===== src/ceb_defines.vh =====
// constants for the clock output enable bank
`ifndef CEB_DEFINES_VH
`define CEB_DEFINES_VH

// serial bus addresses, full byte including direction bit
`define CEB_ADDR_WRITE 8'hd2
`define CEB_ADDR_READ  8'hd3

// byte count returned first on a block read
`define CEB_READ_COUNT 8'h06

// register indices, in data byte order
`define CEB_IDX_FUNC   3'h0
`define CEB_IDX_CPU    3'h1
`define CEB_IDX_PCI    3'h2
`define CEB_IDX_MEM    3'h3
`define CEB_IDX_SEL    3'h4
`define CEB_IDX_PERIPH 3'h5
`define CEB_IDX_LAST   3'h5

// power-up values: every enable and reserved bit set
`define CEB_RST_ENABLES 8'hff
`define CEB_RST_FUNC    8'h00

// writable masks; other bits read as one, except the cpu and memory select status bits
`define CEB_WMASK_CPU    8'h0b
`define CEB_WMASK_PCI    8'h5f
`define CEB_WMASK_MEM    8'h37
`define CEB_WMASK_PERIPH 8'h13

// enable bit positions
`define CEB_CPU_MEMF   3
`define CEB_CPU_STOP   1
`define CEB_CPU_FREE   0
`define CEB_PCI_FREE   6
`define CEB_MEM_48     5
`define CEB_MEM_24     4
`define CEB_MEM_G2     2
`define CEB_MEM_G1     1
`define CEB_MEM_G0     0
`define CEB_PER_INTC   4
`define CEB_PER_REFB   1
`define CEB_PER_REFA   0

// status bit positions of the inverted latched selects
`define CEB_CPU_SEL2   7
`define CEB_MEM_SEL0   6
`define CEB_SEL_SEL1   3
`define CEB_SEL_SEL3   1

// cycles after reset release before select pins are trusted;
// the filter output is only valid after the fourth edge, so capture on the fifth
`define CEB_LATCH_WAIT 3'h4

`endif


===== src/ceb_sync.v =====
// three-flop input synchroniser with agreement filter
`timescale 1ns/1ps
module ceb_sync #(
  parameter W    = 1,
  parameter INIT = 1'b0
) (
  // clock and reset
  input  wire         clk,
  input  wire         nrst,
  // asynchronous input and filtered result
  input  wire [W-1:0] din,
  output wire [W-1:0] dout
);
  reg [W-1:0] s1_q;   // first stage, read only by s2
  reg [W-1:0] s2_q;   // second stage
  reg [W-1:0] s3_q;   // third stage
  reg [W-1:0] out_q;  // accepted value

  // a change is taken only once stages two and three agree
  always @(posedge clk or negedge nrst) begin
    if (!nrst) begin
      s1_q  <= {W{INIT}};
      s2_q  <= {W{INIT}};
      s3_q  <= {W{INIT}};
      out_q <= {W{INIT}};
    end else begin
      s1_q <= din;
      s2_q <= s1_q;
      s3_q <= s2_q;
      if (s2_q == s3_q) begin
        out_q <= s3_q;
      end
    end
  end

  assign dout = out_q;
endmodule // ceb_sync


===== src/ceb_bank.v =====
// clock output enable bank with its serial programming slave
//
// Function
// - cpu byte gates memory, stoppable, free clocks
// - pci byte gates free and five bus clocks
// - memory byte gates 48, 24, three groups
// - peripheral byte gates interrupt and reference clocks
// - select byte reserved, two select status bits
// - disabled output held low, no toggling
// - status reads inverse of latched select pin
// - write: address, ignored command, count, data
// - read: address, count, then bytes zero-five
// - ascending bytes, stop ends loading anywhere
`timescale 1ns/1ps
`include "ceb_defines.vh"
module ceb_bank (
  // clock and reset
  input  wire        clk,
  input  wire        nrst,
  // serial programming pins
  input  wire        sclIn,
  input  wire        sdaIn,
  output wire        sdaOut,
  output wire        sdaOe,
  // frequency select straps
  input  wire [3:0]  freqSelectPins,
  // ungated clock sources, same clock domain
  input  wire        procClkSrc,
  input  wire        busClkSrc,
  input  wire        memClkSrc,
  input  wire        clk48Src,
  input  wire        clk24Src,
  input  wire        refClkSrc,
  // gated clock outputs
  output wire        freeMemoryClock,
  output wire        stoppableProcClock,
  output wire        freeProcClock,
  output wire        freeBusClock,
  output wire [4:0]  busClockOutputs,
  output wire        clk48Out,
  output wire        clk24Out,
  output wire [11:0] memClockGroups,
  output wire        interruptCtrlClock,
  output wire        referenceClockA,
  output wire        referenceClockB
);
  // protocol states
  localparam [2:0] ST_IDLE  = 3'h0;  // waiting for start
  localparam [2:0] ST_RX    = 3'h1;  // shifting a byte in
  localparam [2:0] ST_ACK   = 3'h2;  // device drives acknowledge
  localparam [2:0] ST_TX    = 3'h3;  // shifting a byte out
  localparam [2:0] ST_HACK  = 3'h4;  // host acknowledge slot

  wire       scl;                 // filtered serial clock
  wire       sda;                 // filtered serial data
  wire [3:0] fsSync;              // filtered select straps
  reg        sclPrev_q;           // for edge detection
  reg        sdaPrev_q;
  reg  [2:0] state_q;             // protocol state
  reg  [3:0] bitCnt_q;            // bits done in this byte
  reg  [7:0] shift_q;             // receive or transmit shifter
  reg        addrPhase_q;         // next received byte is address
  reg        reading_q;           // block read in progress
  reg  [3:0] byteIdx_q;           // bytes done after the address
  reg        sdaOe_q;             // pulling data low
  reg        sdaOut_q;            // open-drain level, always low
  reg  [7:0] func_q;              // byte zero, stored only
  reg  [7:0] cpuEn_q;
  reg  [7:0] pciEn_q;
  reg  [7:0] memEn_q;
  reg  [7:0] perEn_q;
  reg  [3:0] fsLatched_q;         // straps caught after reset
  reg  [2:0] waitCnt_q;           // sync settling counter
  reg        fsDone_q;            // straps captured once
  reg  [7:0] txByte;              // byte to send next

  // gated output flops
  reg        memF_q, procStop_q, procFree_q, busFree_q;
  reg  [4:0] bus_q;
  reg        c48_q, c24_q, intc_q, refA_q, refB_q;
  reg [11:0] memGrp_q;

  wire sclRise = scl & ~sclPrev_q;
  wire sclFall = ~scl & sclPrev_q;
  wire startCond = scl & sclPrev_q & sdaPrev_q & ~sda;
  wire stopCond  = scl & sclPrev_q & ~sdaPrev_q & sda;

  // serial pins are asynchronous; idle high
  ceb_sync #(.W(2), .INIT(1'b1)) u_syncBus (
    .clk  (clk),
    .nrst (nrst),
    .din  ({sclIn, sdaIn}),
    .dout ({scl, sda})
  );

  // select straps are asynchronous too
  ceb_sync #(.W(4), .INIT(1'b0)) u_syncSel (
    .clk  (clk),
    .nrst (nrst),
    .din  (freqSelectPins),
    .dout (fsSync)
  );

  // read-back value of a data byte; reserved bits read one
  function [7:0] readByte;
    input [2:0] idx;
    begin
      case (idx)
        `CEB_IDX_FUNC: readByte = func_q;
        `CEB_IDX_CPU: begin
          readByte = cpuEn_q;
          readByte[`CEB_CPU_SEL2] = ~fsLatched_q[2];
        end
        `CEB_IDX_PCI: readByte = pciEn_q;
        `CEB_IDX_MEM: begin
          readByte = memEn_q;
          readByte[`CEB_MEM_SEL0] = ~fsLatched_q[0];
        end
        `CEB_IDX_SEL: begin
          readByte = `CEB_RST_ENABLES;
          readByte[`CEB_SEL_SEL1] = ~fsLatched_q[1];
          readByte[`CEB_SEL_SEL3] = ~fsLatched_q[3];
        end
        `CEB_IDX_PERIPH: readByte = perEn_q;
        default: readByte = 8'h00;
      endcase
    end
  endfunction

  // merge written data into writable bits only
  function [7:0] merge;
    input [7:0] data;
    input [7:0] mask;
    begin
      merge = (data & mask) | ~mask;
    end
  endfunction

  // read sequence: count first, then bytes zero to five
  always @* begin
    if (byteIdx_q == 4'h0) begin
      txByte = `CEB_READ_COUNT;
    end else if (byteIdx_q <= 4'h6) begin
      txByte = readByte(byteIdx_q[2:0] - 3'h1);
    end else begin
      txByte = 8'hff;  // past the end, bus stays released
    end
  end

  // strap capture once the synchroniser has settled after reset
  always @(posedge clk or negedge nrst) begin
    if (!nrst) begin
      waitCnt_q   <= 3'h0;
      fsDone_q    <= 1'b0;
      fsLatched_q <= 4'h0;
    end else if (!fsDone_q) begin
      if (waitCnt_q == `CEB_LATCH_WAIT) begin
        fsLatched_q <= fsSync;
        fsDone_q    <= 1'b1;
      end else begin
        // capturing one edge early would latch the filter's reset level
        waitCnt_q <= waitCnt_q + 3'h1;
      end
    end
  end

  // serial slave: edges taken from the filtered lines
  always @(posedge clk or negedge nrst) begin
    if (!nrst) begin
      sclPrev_q   <= 1'b1;
      sdaPrev_q   <= 1'b1;
      state_q     <= ST_IDLE;
      bitCnt_q    <= 4'h0;
      shift_q     <= 8'h00;
      addrPhase_q <= 1'b0;
      reading_q   <= 1'b0;
      byteIdx_q   <= 4'h0;
      sdaOe_q     <= 1'b0;
      sdaOut_q    <= 1'b0;
      func_q      <= `CEB_RST_FUNC;
      cpuEn_q     <= `CEB_RST_ENABLES;
      pciEn_q     <= `CEB_RST_ENABLES;
      memEn_q     <= `CEB_RST_ENABLES;
      perEn_q     <= `CEB_RST_ENABLES;
    end else begin
      sclPrev_q <= scl;
      sdaPrev_q <= sda;
      sdaOut_q  <= 1'b0;  // open drain: only the enable moves
      if (stopCond) begin
        // stop ends any transfer; bytes already taken stay loaded
        state_q <= ST_IDLE;
        sdaOe_q <= 1'b0;
      end else if (startCond) begin
        // start or repeated start opens a fresh address phase
        state_q     <= ST_RX;
        bitCnt_q    <= 4'h0;
        addrPhase_q <= 1'b1;
        sdaOe_q     <= 1'b0;
      end else begin
        case (state_q)
          ST_RX: begin
            if (sclRise && bitCnt_q < 4'h8) begin
              shift_q  <= {shift_q[6:0], sda};
              bitCnt_q <= bitCnt_q + 4'h1;
            end else if (sclFall && bitCnt_q == 4'h8) begin
              bitCnt_q <= 4'h0;
              if (addrPhase_q) begin
                addrPhase_q <= 1'b0;
                byteIdx_q   <= 4'h0;
                if (shift_q == `CEB_ADDR_WRITE) begin
                  reading_q <= 1'b0;
                  sdaOe_q   <= 1'b1;
                  state_q   <= ST_ACK;
                end else if (shift_q == `CEB_ADDR_READ) begin
                  reading_q <= 1'b1;
                  sdaOe_q   <= 1'b1;
                  state_q   <= ST_ACK;
                end else begin
                  state_q <= ST_IDLE;  // not ours, stay silent
                end
              end else begin
                // command and count are acknowledged and dropped
                sdaOe_q <= 1'b1;
                state_q <= ST_ACK;
                if (byteIdx_q != 4'hf) begin
                  byteIdx_q <= byteIdx_q + 4'h1;
                end
                case (byteIdx_q)
                  4'h2: func_q  <= shift_q;
                  4'h3: cpuEn_q <= merge(shift_q, `CEB_WMASK_CPU);
                  4'h4: pciEn_q <= merge(shift_q, `CEB_WMASK_PCI);
                  4'h5: memEn_q <= merge(shift_q, `CEB_WMASK_MEM);
                  4'h7: perEn_q <= merge(shift_q, `CEB_WMASK_PERIPH);
                  default: ;  // byte four is read-only, extras ignored
                endcase
              end
            end
          end
          ST_ACK: begin
            if (sclFall) begin
              if (reading_q) begin
                // first data bit goes out on the same falling edge
                shift_q <= txByte;
                sdaOe_q <= ~txByte[7];
                state_q <= ST_TX;
              end else begin
                sdaOe_q <= 1'b0;
                state_q <= ST_RX;
              end
            end
          end
          ST_TX: begin
            if (sclFall) begin
              if (bitCnt_q == 4'h7) begin
                bitCnt_q  <= 4'h0;
                sdaOe_q   <= 1'b0;  // release for host acknowledge
                byteIdx_q <= byteIdx_q + 4'h1;
                state_q   <= ST_HACK;
              end else begin
                bitCnt_q <= bitCnt_q + 4'h1;
                shift_q  <= {shift_q[6:0], 1'b1};
                sdaOe_q  <= ~shift_q[6];
              end
            end
          end
          ST_HACK: begin
            // a high level on the rise is a not-acknowledge
            if (sclRise) begin
              if (sda) begin
                state_q <= ST_IDLE;
              end
            end else if (sclFall) begin
              shift_q <= txByte;
              sdaOe_q <= ~txByte[7];
              state_q <= ST_TX;
            end
          end
          default: begin
            sdaOe_q <= 1'b0;  // idle or unknown: bus released
          end
        endcase
      end
    end
  end

  // output gating; a cleared enable forces a steady low
  always @(posedge clk or negedge nrst) begin
    if (!nrst) begin
      memF_q     <= 1'b0;
      procStop_q <= 1'b0;
      procFree_q <= 1'b0;
      busFree_q  <= 1'b0;
      bus_q      <= 5'h00;
      c48_q      <= 1'b0;
      c24_q      <= 1'b0;
      memGrp_q   <= 12'h000;
      intc_q     <= 1'b0;
      refA_q     <= 1'b0;
      refB_q     <= 1'b0;
    end else begin
      memF_q     <= memClkSrc & cpuEn_q[`CEB_CPU_MEMF];
      procStop_q <= procClkSrc & cpuEn_q[`CEB_CPU_STOP];
      procFree_q <= procClkSrc & cpuEn_q[`CEB_CPU_FREE];
      busFree_q  <= busClkSrc & pciEn_q[`CEB_PCI_FREE];
      bus_q      <= {5{busClkSrc}} & pciEn_q[4:0];
      c48_q      <= clk48Src & memEn_q[`CEB_MEM_48];
      c24_q      <= clk24Src & memEn_q[`CEB_MEM_24];
      memGrp_q   <= {12{memClkSrc}} & {{4{memEn_q[`CEB_MEM_G2]}},
                    {4{memEn_q[`CEB_MEM_G1]}}, {4{memEn_q[`CEB_MEM_G0]}}};
      intc_q     <= refClkSrc & perEn_q[`CEB_PER_INTC];
      refB_q     <= refClkSrc & perEn_q[`CEB_PER_REFB];
      refA_q     <= refClkSrc & perEn_q[`CEB_PER_REFA];
    end
  end

  assign sdaOut             = sdaOut_q;
  assign sdaOe              = sdaOe_q;
  assign freeMemoryClock    = memF_q;
  assign stoppableProcClock = procStop_q;
  assign freeProcClock      = procFree_q;
  assign freeBusClock       = busFree_q;
  assign busClockOutputs    = bus_q;
  assign clk48Out           = c48_q;
  assign clk24Out           = c24_q;
  assign memClockGroups     = memGrp_q;
  assign interruptCtrlClock = intc_q;
  assign referenceClockA    = refA_q;
  assign referenceClockB    = refB_q;
endmodule // ceb_bank


===== config.mk =====
export PLATFORM = sky130hd
export DESIGN_NAME = ceb_bank
export DESIGN_NICKNAME = d
export VERILOG_FILES = /design/src/ceb_sync.v /design/src/ceb_bank.v
export VERILOG_INCLUDE_DIRS = /design/src /design/src/src
export SDC_FILE = /design/constraint.sdc
export NUM_CORES = 1
export LEC_CHECK = 0
export ABC_AREA = 1
export BUFFER_PORTS_ARGS = -buffer_cell sky130_fd_sc_hd__buf_2
export CAP_MARGIN = 20
export CELL_PAD_IN_SITES_DETAIL_PLACEMENT = 0
export CELL_PAD_IN_SITES_GLOBAL_PLACEMENT = 1
export CORE_UTILIZATION = 47
export CTS_BUF_LIST = sky130_fd_sc_hd__clkbuf_4
export CTS_CLUSTER_SIZE = 14
export DETAILED_ROUTE_END_ITERATION = 12
export PLACE_DENSITY = 0.88
export REMOVE_ABC_BUFFERS = 1
export SLEW_MARGIN = 30
export SYNTH_ARGS = -nofsm -noshare
export SYNTH_HDL_FRONTEND = slang
export SYNTH_SLANG_ARGS = --single-unit

===== constraint.sdc =====
create_clock -name clk -period 2.05 [get_ports clk]
set_input_delay 0.41 -clock clk [delete_from_list [all_inputs] [get_ports clk]]
set_output_delay 0.41 -clock clk [all_outputs]
set_load 0.01 [all_outputs]

# --- After elaboration in Yosys (flattened, before gate mapping) ---
# Cells that the tools add are included.
totals:
  wordCells: 207
  out_inout_bits: 28
  regBits: 107
  in_bits: 14
classes:
  reduce_logical: 25
  muxes: 60
  n_eq_ne: 46
  magnitude_cmp: 2
  bitwise: 34
  n_addsub: 4
ops:
  columns: ["op", "count"]
  rows:
  - ["$mux 8", 9]
  - ["$reduce_and 7->1", 7]
  - ["$pmux 8 s6", 1]
  - ["$mux 4", 11]
  - ["$ne 4x4->1 const B", 9]
  - ["$mux 3", 11]
  - ["$pmux 8 s4", 1]
  - ["$ne 2x2->1 const B", 11]
  - ["$mux 1", 20]
  - ["$and 1x1->1", 16]
  - ["$eq 4x3->1 const B", 4]
  - ["$eq 8x8->1 const B", 2]
  - ["$not 1->1", 16]
  - ["$pmux 4 s2", 2]
  - ["$reduce_and 8->1", 2]
  - ["$and 12x12->12", 1]
  - ["$eq 3x2->1 const B", 4]
  - ["$eq 3x3->1 const B", 4]
  - ["$pmux 3 s4", 1]
  - ["$reduce_and 10->1", 1]
  - ["$add 4x1->4 const B", 2]
  - ["$eq 4x2->1 const B", 2]
  - ["$reduce_and 4->1", 2]
  - ["$reduce_bool 2->1", 4]
  - ["22 further kinds", 28]

# --- Logic depth before layout (Yosys ltp) ---
logic_depth:
  depth_word: 11
  depth_mapped: 15
  depth_no_buf: 15

# --- By module ---
# A second synthesis with hierarchy kept.
unflattened:
  hier_cells: 588
  hier_area_um2: 4884.7
by_module_without_submodules:
  columns: ["module", "n_inst", "area_each_um2", "seq_area_each_um2", "cells_per_inst"]
  rows:
  - ["ceb_bank", 1, 4063.9, 1875.5, 512]
  - ["ceb_sync (u_syncSel)", 1, 544.3, 400.4, 51]
  - ["ceb_sync (u_syncBus)", 1, 276.5, 210.2, 25]

# --- Least setup slack after synthesis ---
# No wires, ideal clock.
synth_timing:
  path_type: "register to register"
  start: "reg u_syncBus.out_q[1] (netlist: u_syncBus.dout[1])"
  end: "reg shift_q[0]"
  setup_slack_ns: 0.279
  path_stages_with_launch: 12
  t_required_ns: 1.985
  setup_time_ns: 0.065
  path_buffers: 0
  arrival_time_ns: 1.706
  period_less_slack_ns: 1.771
  path_cell_list: "dfstp_2 ha_1 inv_1 nor2_2 inv_1 nand2_1 nand3_1 nor2_4 nand2_2 a21oi_1 nand2_1 nand2_1"
synth_between:
  elab_chain_cells: 5
  elab_cells_between_ends: 17
  classes_between: "5 x eq/ne; 10 x bitwise; 2 x reduce/logical"
synth_rtl:
  columns: ["element", "line_no", "rtl"]
  rows:
  - ["start: declaration", "ceb_sync.v:17", "reg [W-1:0] out_q;"]
  - ["start signal: assignment", "ceb_sync.v:25", "out_q <= {W{INIT}};"]
  - ["start signal: assignment", "ceb_sync.v:31", "out_q <= s3_q;"]
  - ["$and 1x1->1", "ceb_bank.v:85, ceb_bank.v:86", null]
  - ["$and 1x1->1 (on tied branches) (2 in a row)", "ceb_bank.v:85, ceb_bank.v:86", null]
  - ["$not 1->1 (no line)", null, null]
  - ["$reduce_and 10->1 (no line) *", null, null]
  - ["end signal: assignment", "ceb_bank.v:203", "shift_q <= {shift_q[6:0], sda};"]
  - ["end signal: assignment", "ceb_bank.v:243", "shift_q <= txByte;"]
  - ["end signal: assignment", "ceb_bank.v:261", "shift_q <= {shift_q[6:0], 1'b1};"]
  - ["end: declaration", "ceb_bank.v:61", "reg [7:0] shift_q;"]
# Every way passes the cells marked *; elsewhere a longest branch is shown, timed or not.
# A chain may end at the register's enable or synchronous reset.

# --- Worst setup path in the final report ---
layout_timing:
  start: "reg sclPrev_q"
  end: "reg pciEn_q[2]"
layout_between:
  elab_chain_cells: 5
  elab_cells_between_ends: 14
  classes_between: "11 x bitwise; 3 x reduce/logical"
layout_rtl:
  columns: ["element", "line_no", "rtl"]
  rows:
  - ["start: declaration", "ceb_bank.v:57", "reg sclPrev_q;"]
  - ["start signal: assignment", "ceb_bank.v:186", "sclPrev_q <= scl;"]
  - ["$and 1x1->1 / $not 1->1 (equally long branches)", "ceb_bank.v:85, ceb_bank.v:86, ceb_bank.v:83", null]
  - ["$and 1x1->1 (on tied branches)", "ceb_bank.v:85, ceb_bank.v:83, ceb_bank.v:86", null]
  - ["$and 1x1->1 (tied with other cells)", "ceb_bank.v:85", "wire startCond = scl & sclPrev_q & sdaPrev_q & ~sda;"]
  - ["$not 1->1 (no line)", null, null]
  - ["$reduce_and 7->1 (no line) *", null, null]
  - ["end signal: assignment", "ceb_bank.v:182", "pciEn_q <= `CEB_RST_ENABLES;"]
  - ["end signal: assignment", "ceb_bank.v:231", "4'h4: pciEn_q <= merge(shift_q, `CEB_WMASK_PCI);"]
  - ["end: declaration", "ceb_bank.v:69", "reg [7:0] pciEn_q;"]
# Marks and branches as above.

==> impl_metrics.env <==
export IMPL_status="complete, no violations"
export IMPL_syn_inst=554
export IMPL_via_count=3670
export IMPL_dpl_hpwl_mm=7.42
export IMPL_crit_buf_inv=1
export IMPL_wl_met2_mm=4.94
export IMPL_coreArea_mm2=0.00973
export IMPL_cts_sinks=98
export IMPL_drv_slew=0
export IMPL_grt_pass1_wl_mm=16.7
export IMPL_synth_cell_types=31
export IMPL_setup_slack_ns=0.0612
export IMPL_fin_area_mm2=0.00531
export IMPL_finalSetupViolations=0
export IMPL_fin_total_pwr_w=0.00482
export IMPL_max_cap_violations=0
export IMPL_synth_seq_cells=98
export IMPL_grt_pass1_vias=3650
export IMPL_ys_seq_area_frac=0.529
export IMPL_cts_tree="yes"
export IMPL_clk_path_buf_depth=2
export IMPL_crit_chain="ha_1 > nand4_2 > nor2_4 > nand3_4 > nor3_4 > buf_12 > nor2_1 > a21oi_1"
export IMPL_io_pins=42
export IMPL_cp_start_kind="flip-flop"
export IMPL_synthArstFlopShare=1.00
export IMPL_critPathSlowestCell="dfstp_2"
export IMPL_dieArea_mm2=0.0104
export IMPL_endpoint_kind="flip-flop"
export IMPL_finalCriticalPeriod_ns=1.99
export IMPL_synth_ff_type="dfrtp_1"
export IMPL_fin_crit_sh=0.970
export IMPL_place_ws_ns=0.113
export IMPL_hp_start="freqSelectPins[2]"
export IMPL_worstReg2RegEnd="pciEn_q[2]"
export IMPL_clockRootBuffer="clkbuf_4"
export IMPL_viasPerCell=4.89
export IMPL_slowest_delay_ns=0.57
export IMPL_final_layout_size_suffix_gt1_frac=0.207
export IMPL_hold_depth=1
export IMPL_grt_overflow=0
export IMPL_dr_wl_met3_um=354
export IMPL_fp_row_count=36
export IMPL_synth_edf_count=0
export IMPL_reg2reg_slack_ns=0.06
export IMPL_hold_class="in2reg"
export IMPL_grt_antenna_before_repair=0
export IMPL_clk_pin_slew_ns=0.16
export IMPL_syn_area_mm2=0.00470
export IMPL_dieWidth_um=102
export IMPL_nFillCells=918
export IMPL_n_antenna_cell=0
export IMPL_initial_core_util=0.483
export IMPL_track_usage=0.208
export IMPL_required_ns=2.42
export IMPL_dpl_cell_area_mm2=0.00513
export IMPL_holdPathEnd="u_syncSel.s1_q[2]"
export IMPL_avgSynthCellArea_um2=8.48
export IMPL_drtIter0Drc=198
export IMPL_wirelength_mm=9.78
export IMPL_areaGrowthSynthToFinish_pct=13.0
export IMPL_cp_max_fo=12
export IMPL_fin_nets=640
export IMPL_maxUsedRoutingLayer="met4"
export IMPL_place_congestion=0.888
export IMPL_firstDrtPassIters=6
export IMPL_grt_max_degree=38
export IMPL_wl_per_cell_um=13.0
export IMPL_power_density_mw_per_mm2=908
export IMPL_cts_buffers=9
export IMPL_route_detailed_drc=0
export IMPL_worstSetupPathType="reg2reg"
export IMPL_wl_met1_mm=4.36
export IMPL_reg2reg_depth=8
export IMPL_total_leakage_power_nw=2.85
export IMPL_crit_family="simple AND/OR/NAND/NOR gates"
export IMPL_finish_utilization=0.546
export IMPL_ys_warn_count=0
export IMPL_port_buffer_count=40
export IMPL_fp_dieH_um=102
export IMPL_irDropWorstVdd_uv=417
export IMPL_r2r_start="sclPrev_q"
export IMPL_htreeDepth=3
export IMPL_postRouteAntennaNets=0
export IMPL_finalClockSkew_ns=0.0227
export IMPL_final_hold_viol_count=0
export IMPL_cp_arrival_ns=2.36
export IMPL_fmax_mhz=503
export IMPL_insertion_delay_ns=0.45
-- cells in the mapped netlist (3+ instances only) --
cell	instances	share of area
nand2_2	3	0.0040
nor3_4	3	0.010
nand4_1	5	0.0067
xor2_1	4	0.0075
o21bai_1	3	0.0048
dfstp_2	27	0.15
a21oi_1	42	0.045
inv_1	69	0.055
buf_4	11	0.018
nand2_1	148	0.12
nor3_1	9	0.0096
dfrtp_1	71	0.38
nand3_1	20	0.021
ha_1	14	0.037
nor2_1	66	0.053
xnor2_1	7	0.013
o21ai_0	29	0.031
inv_2	5	0.0040
nor2_4	3	0.0072
-- metrics by stage --
step | hold slack (ns) | cells | setup TNS, ns
finish | 0.0471 | 750 | 0
global route | 0.00690 | 750 | -0.00886
CTS | 0.0353 | 747 | 0
detailed placement | 0.340 | 730 | 0
global placement | 0.333 | 730 | 0
floorplan | 0.114 | 540 | 0
-- sequential cells by signal, indices dropped and copies added, names as in the netlist, 4 cells and up --
name and flops:
bitCnt_q 4, pciEn_q 6, memEn_q 5, u_syncSel.s2_q 4, u_syncSel.s3_q 4, u_syncSel.s1_q 4
fsLatched_q 4, func_q 8, byteIdx_q 4, u_syncSel.dout 4, busClockOutputs 5, shift_q 8
-- cell families after synthesis --
| logic type | Yosys count | share of synthesized area |
|---|---|---|
| buffers and inverters | 88 | 0.0807 |
| xor gates and xnor gates | 11 | 0.0205 |
| and+or+nand+nor | 265 | 0.247 |
| other | 1 | 0.000798 |
| DFF | 98 | 0.529 |
| adders and majority gates | 14 | 0.0373 |
| AOI/OAI and AO/OA | 77 | 0.0849 |
-- power breakdown --
part	switching (W)	total [W]	internal, W	leakage, nW
clock network	0.000675	0.000953	0.000279	0.0653
logic	0.00105	0.00154	0.000494	1.60
registers	0.000163	0.00233	0.00216	1.19
total	0.00189	0.00482	0.00294	2.85
-- worst max-delay path by stage --
stage	from	end	slack [ns]	cells after the start
2_1_floorplan	u_syncBus.dout[1]	shift_q[0]	0.28	11
3_3_place_gp	byteIdx_q[0]	shift_q[0]	0.14	15
3_5_place_dp	byteIdx_q[0]	sdaOe	0.11	13
4_1_cts	byteIdx_q[0]	sdaOe	0.06	13
5_1_grt	sclPrev_q	pciEn_q[2]	-0.007	8
6_report	sclPrev_q	pciEn_q[2]	0.06	8
-- worst register-to-register path, cell delays in order, from the launching register on --
cell and delay, ns:
dfstp_2 0.57, ha_1 0.22, nand4_2 0.16, nor2_4 0.25, nand3_4 0.14, nor3_4 0.22, buf_12 0.15, nor2_1 0.05
a21oi_1 0.16
-- routing by layer --
layer / GRT usage / up-vias
met3: 0.0287 / 15
met2: 0.372 / 93
met1: 0.256 / 1716
met5: 0 / -
li1: - / 1846
met4: 0.0780 / 0
-- final cells by class --
type	count	area (µm²)	share of cell area
sequential	98	2490	0.469
multi-input combinational	368	1850	0.349
timing repair buffer	61	400	0.0754
inverter	74	278	0.0523
tap	133	166	0.0313
clock buffer	10	75.1	0.0141
clock inverter	6	48.8	0.00919
-- what timing repair did --
item                       in CTS  in global routing
buffers inserted                0                  3
setup endpoints to repair       0                 15
hold buffers                    1                  0
hold endpoints to repair       22                  0
gates resized for setup         0                  8
-- cell usage in the layout, fill, tap and decap left out, types with 18 or more instances in the layout --
| master | netlist | routed |
|---|---|---|
| buf_2 | 0 | 39 |
| dfstp_2 | 27 | 27 |
| o21ai_0 | 29 | 28 |
| a21oi_1 | 42 | 41 |
| nand2_1 | 148 | 147 |
| buf_4 | 11 | 18 |
| nand3_1 | 20 | 20 |
| inv_1 | 69 | 68 |
| nor2_1 | 66 | 65 |
| dfrtp_1 | 71 | 70 |
No activity file was read; power rests on OpenSTA's default activity.
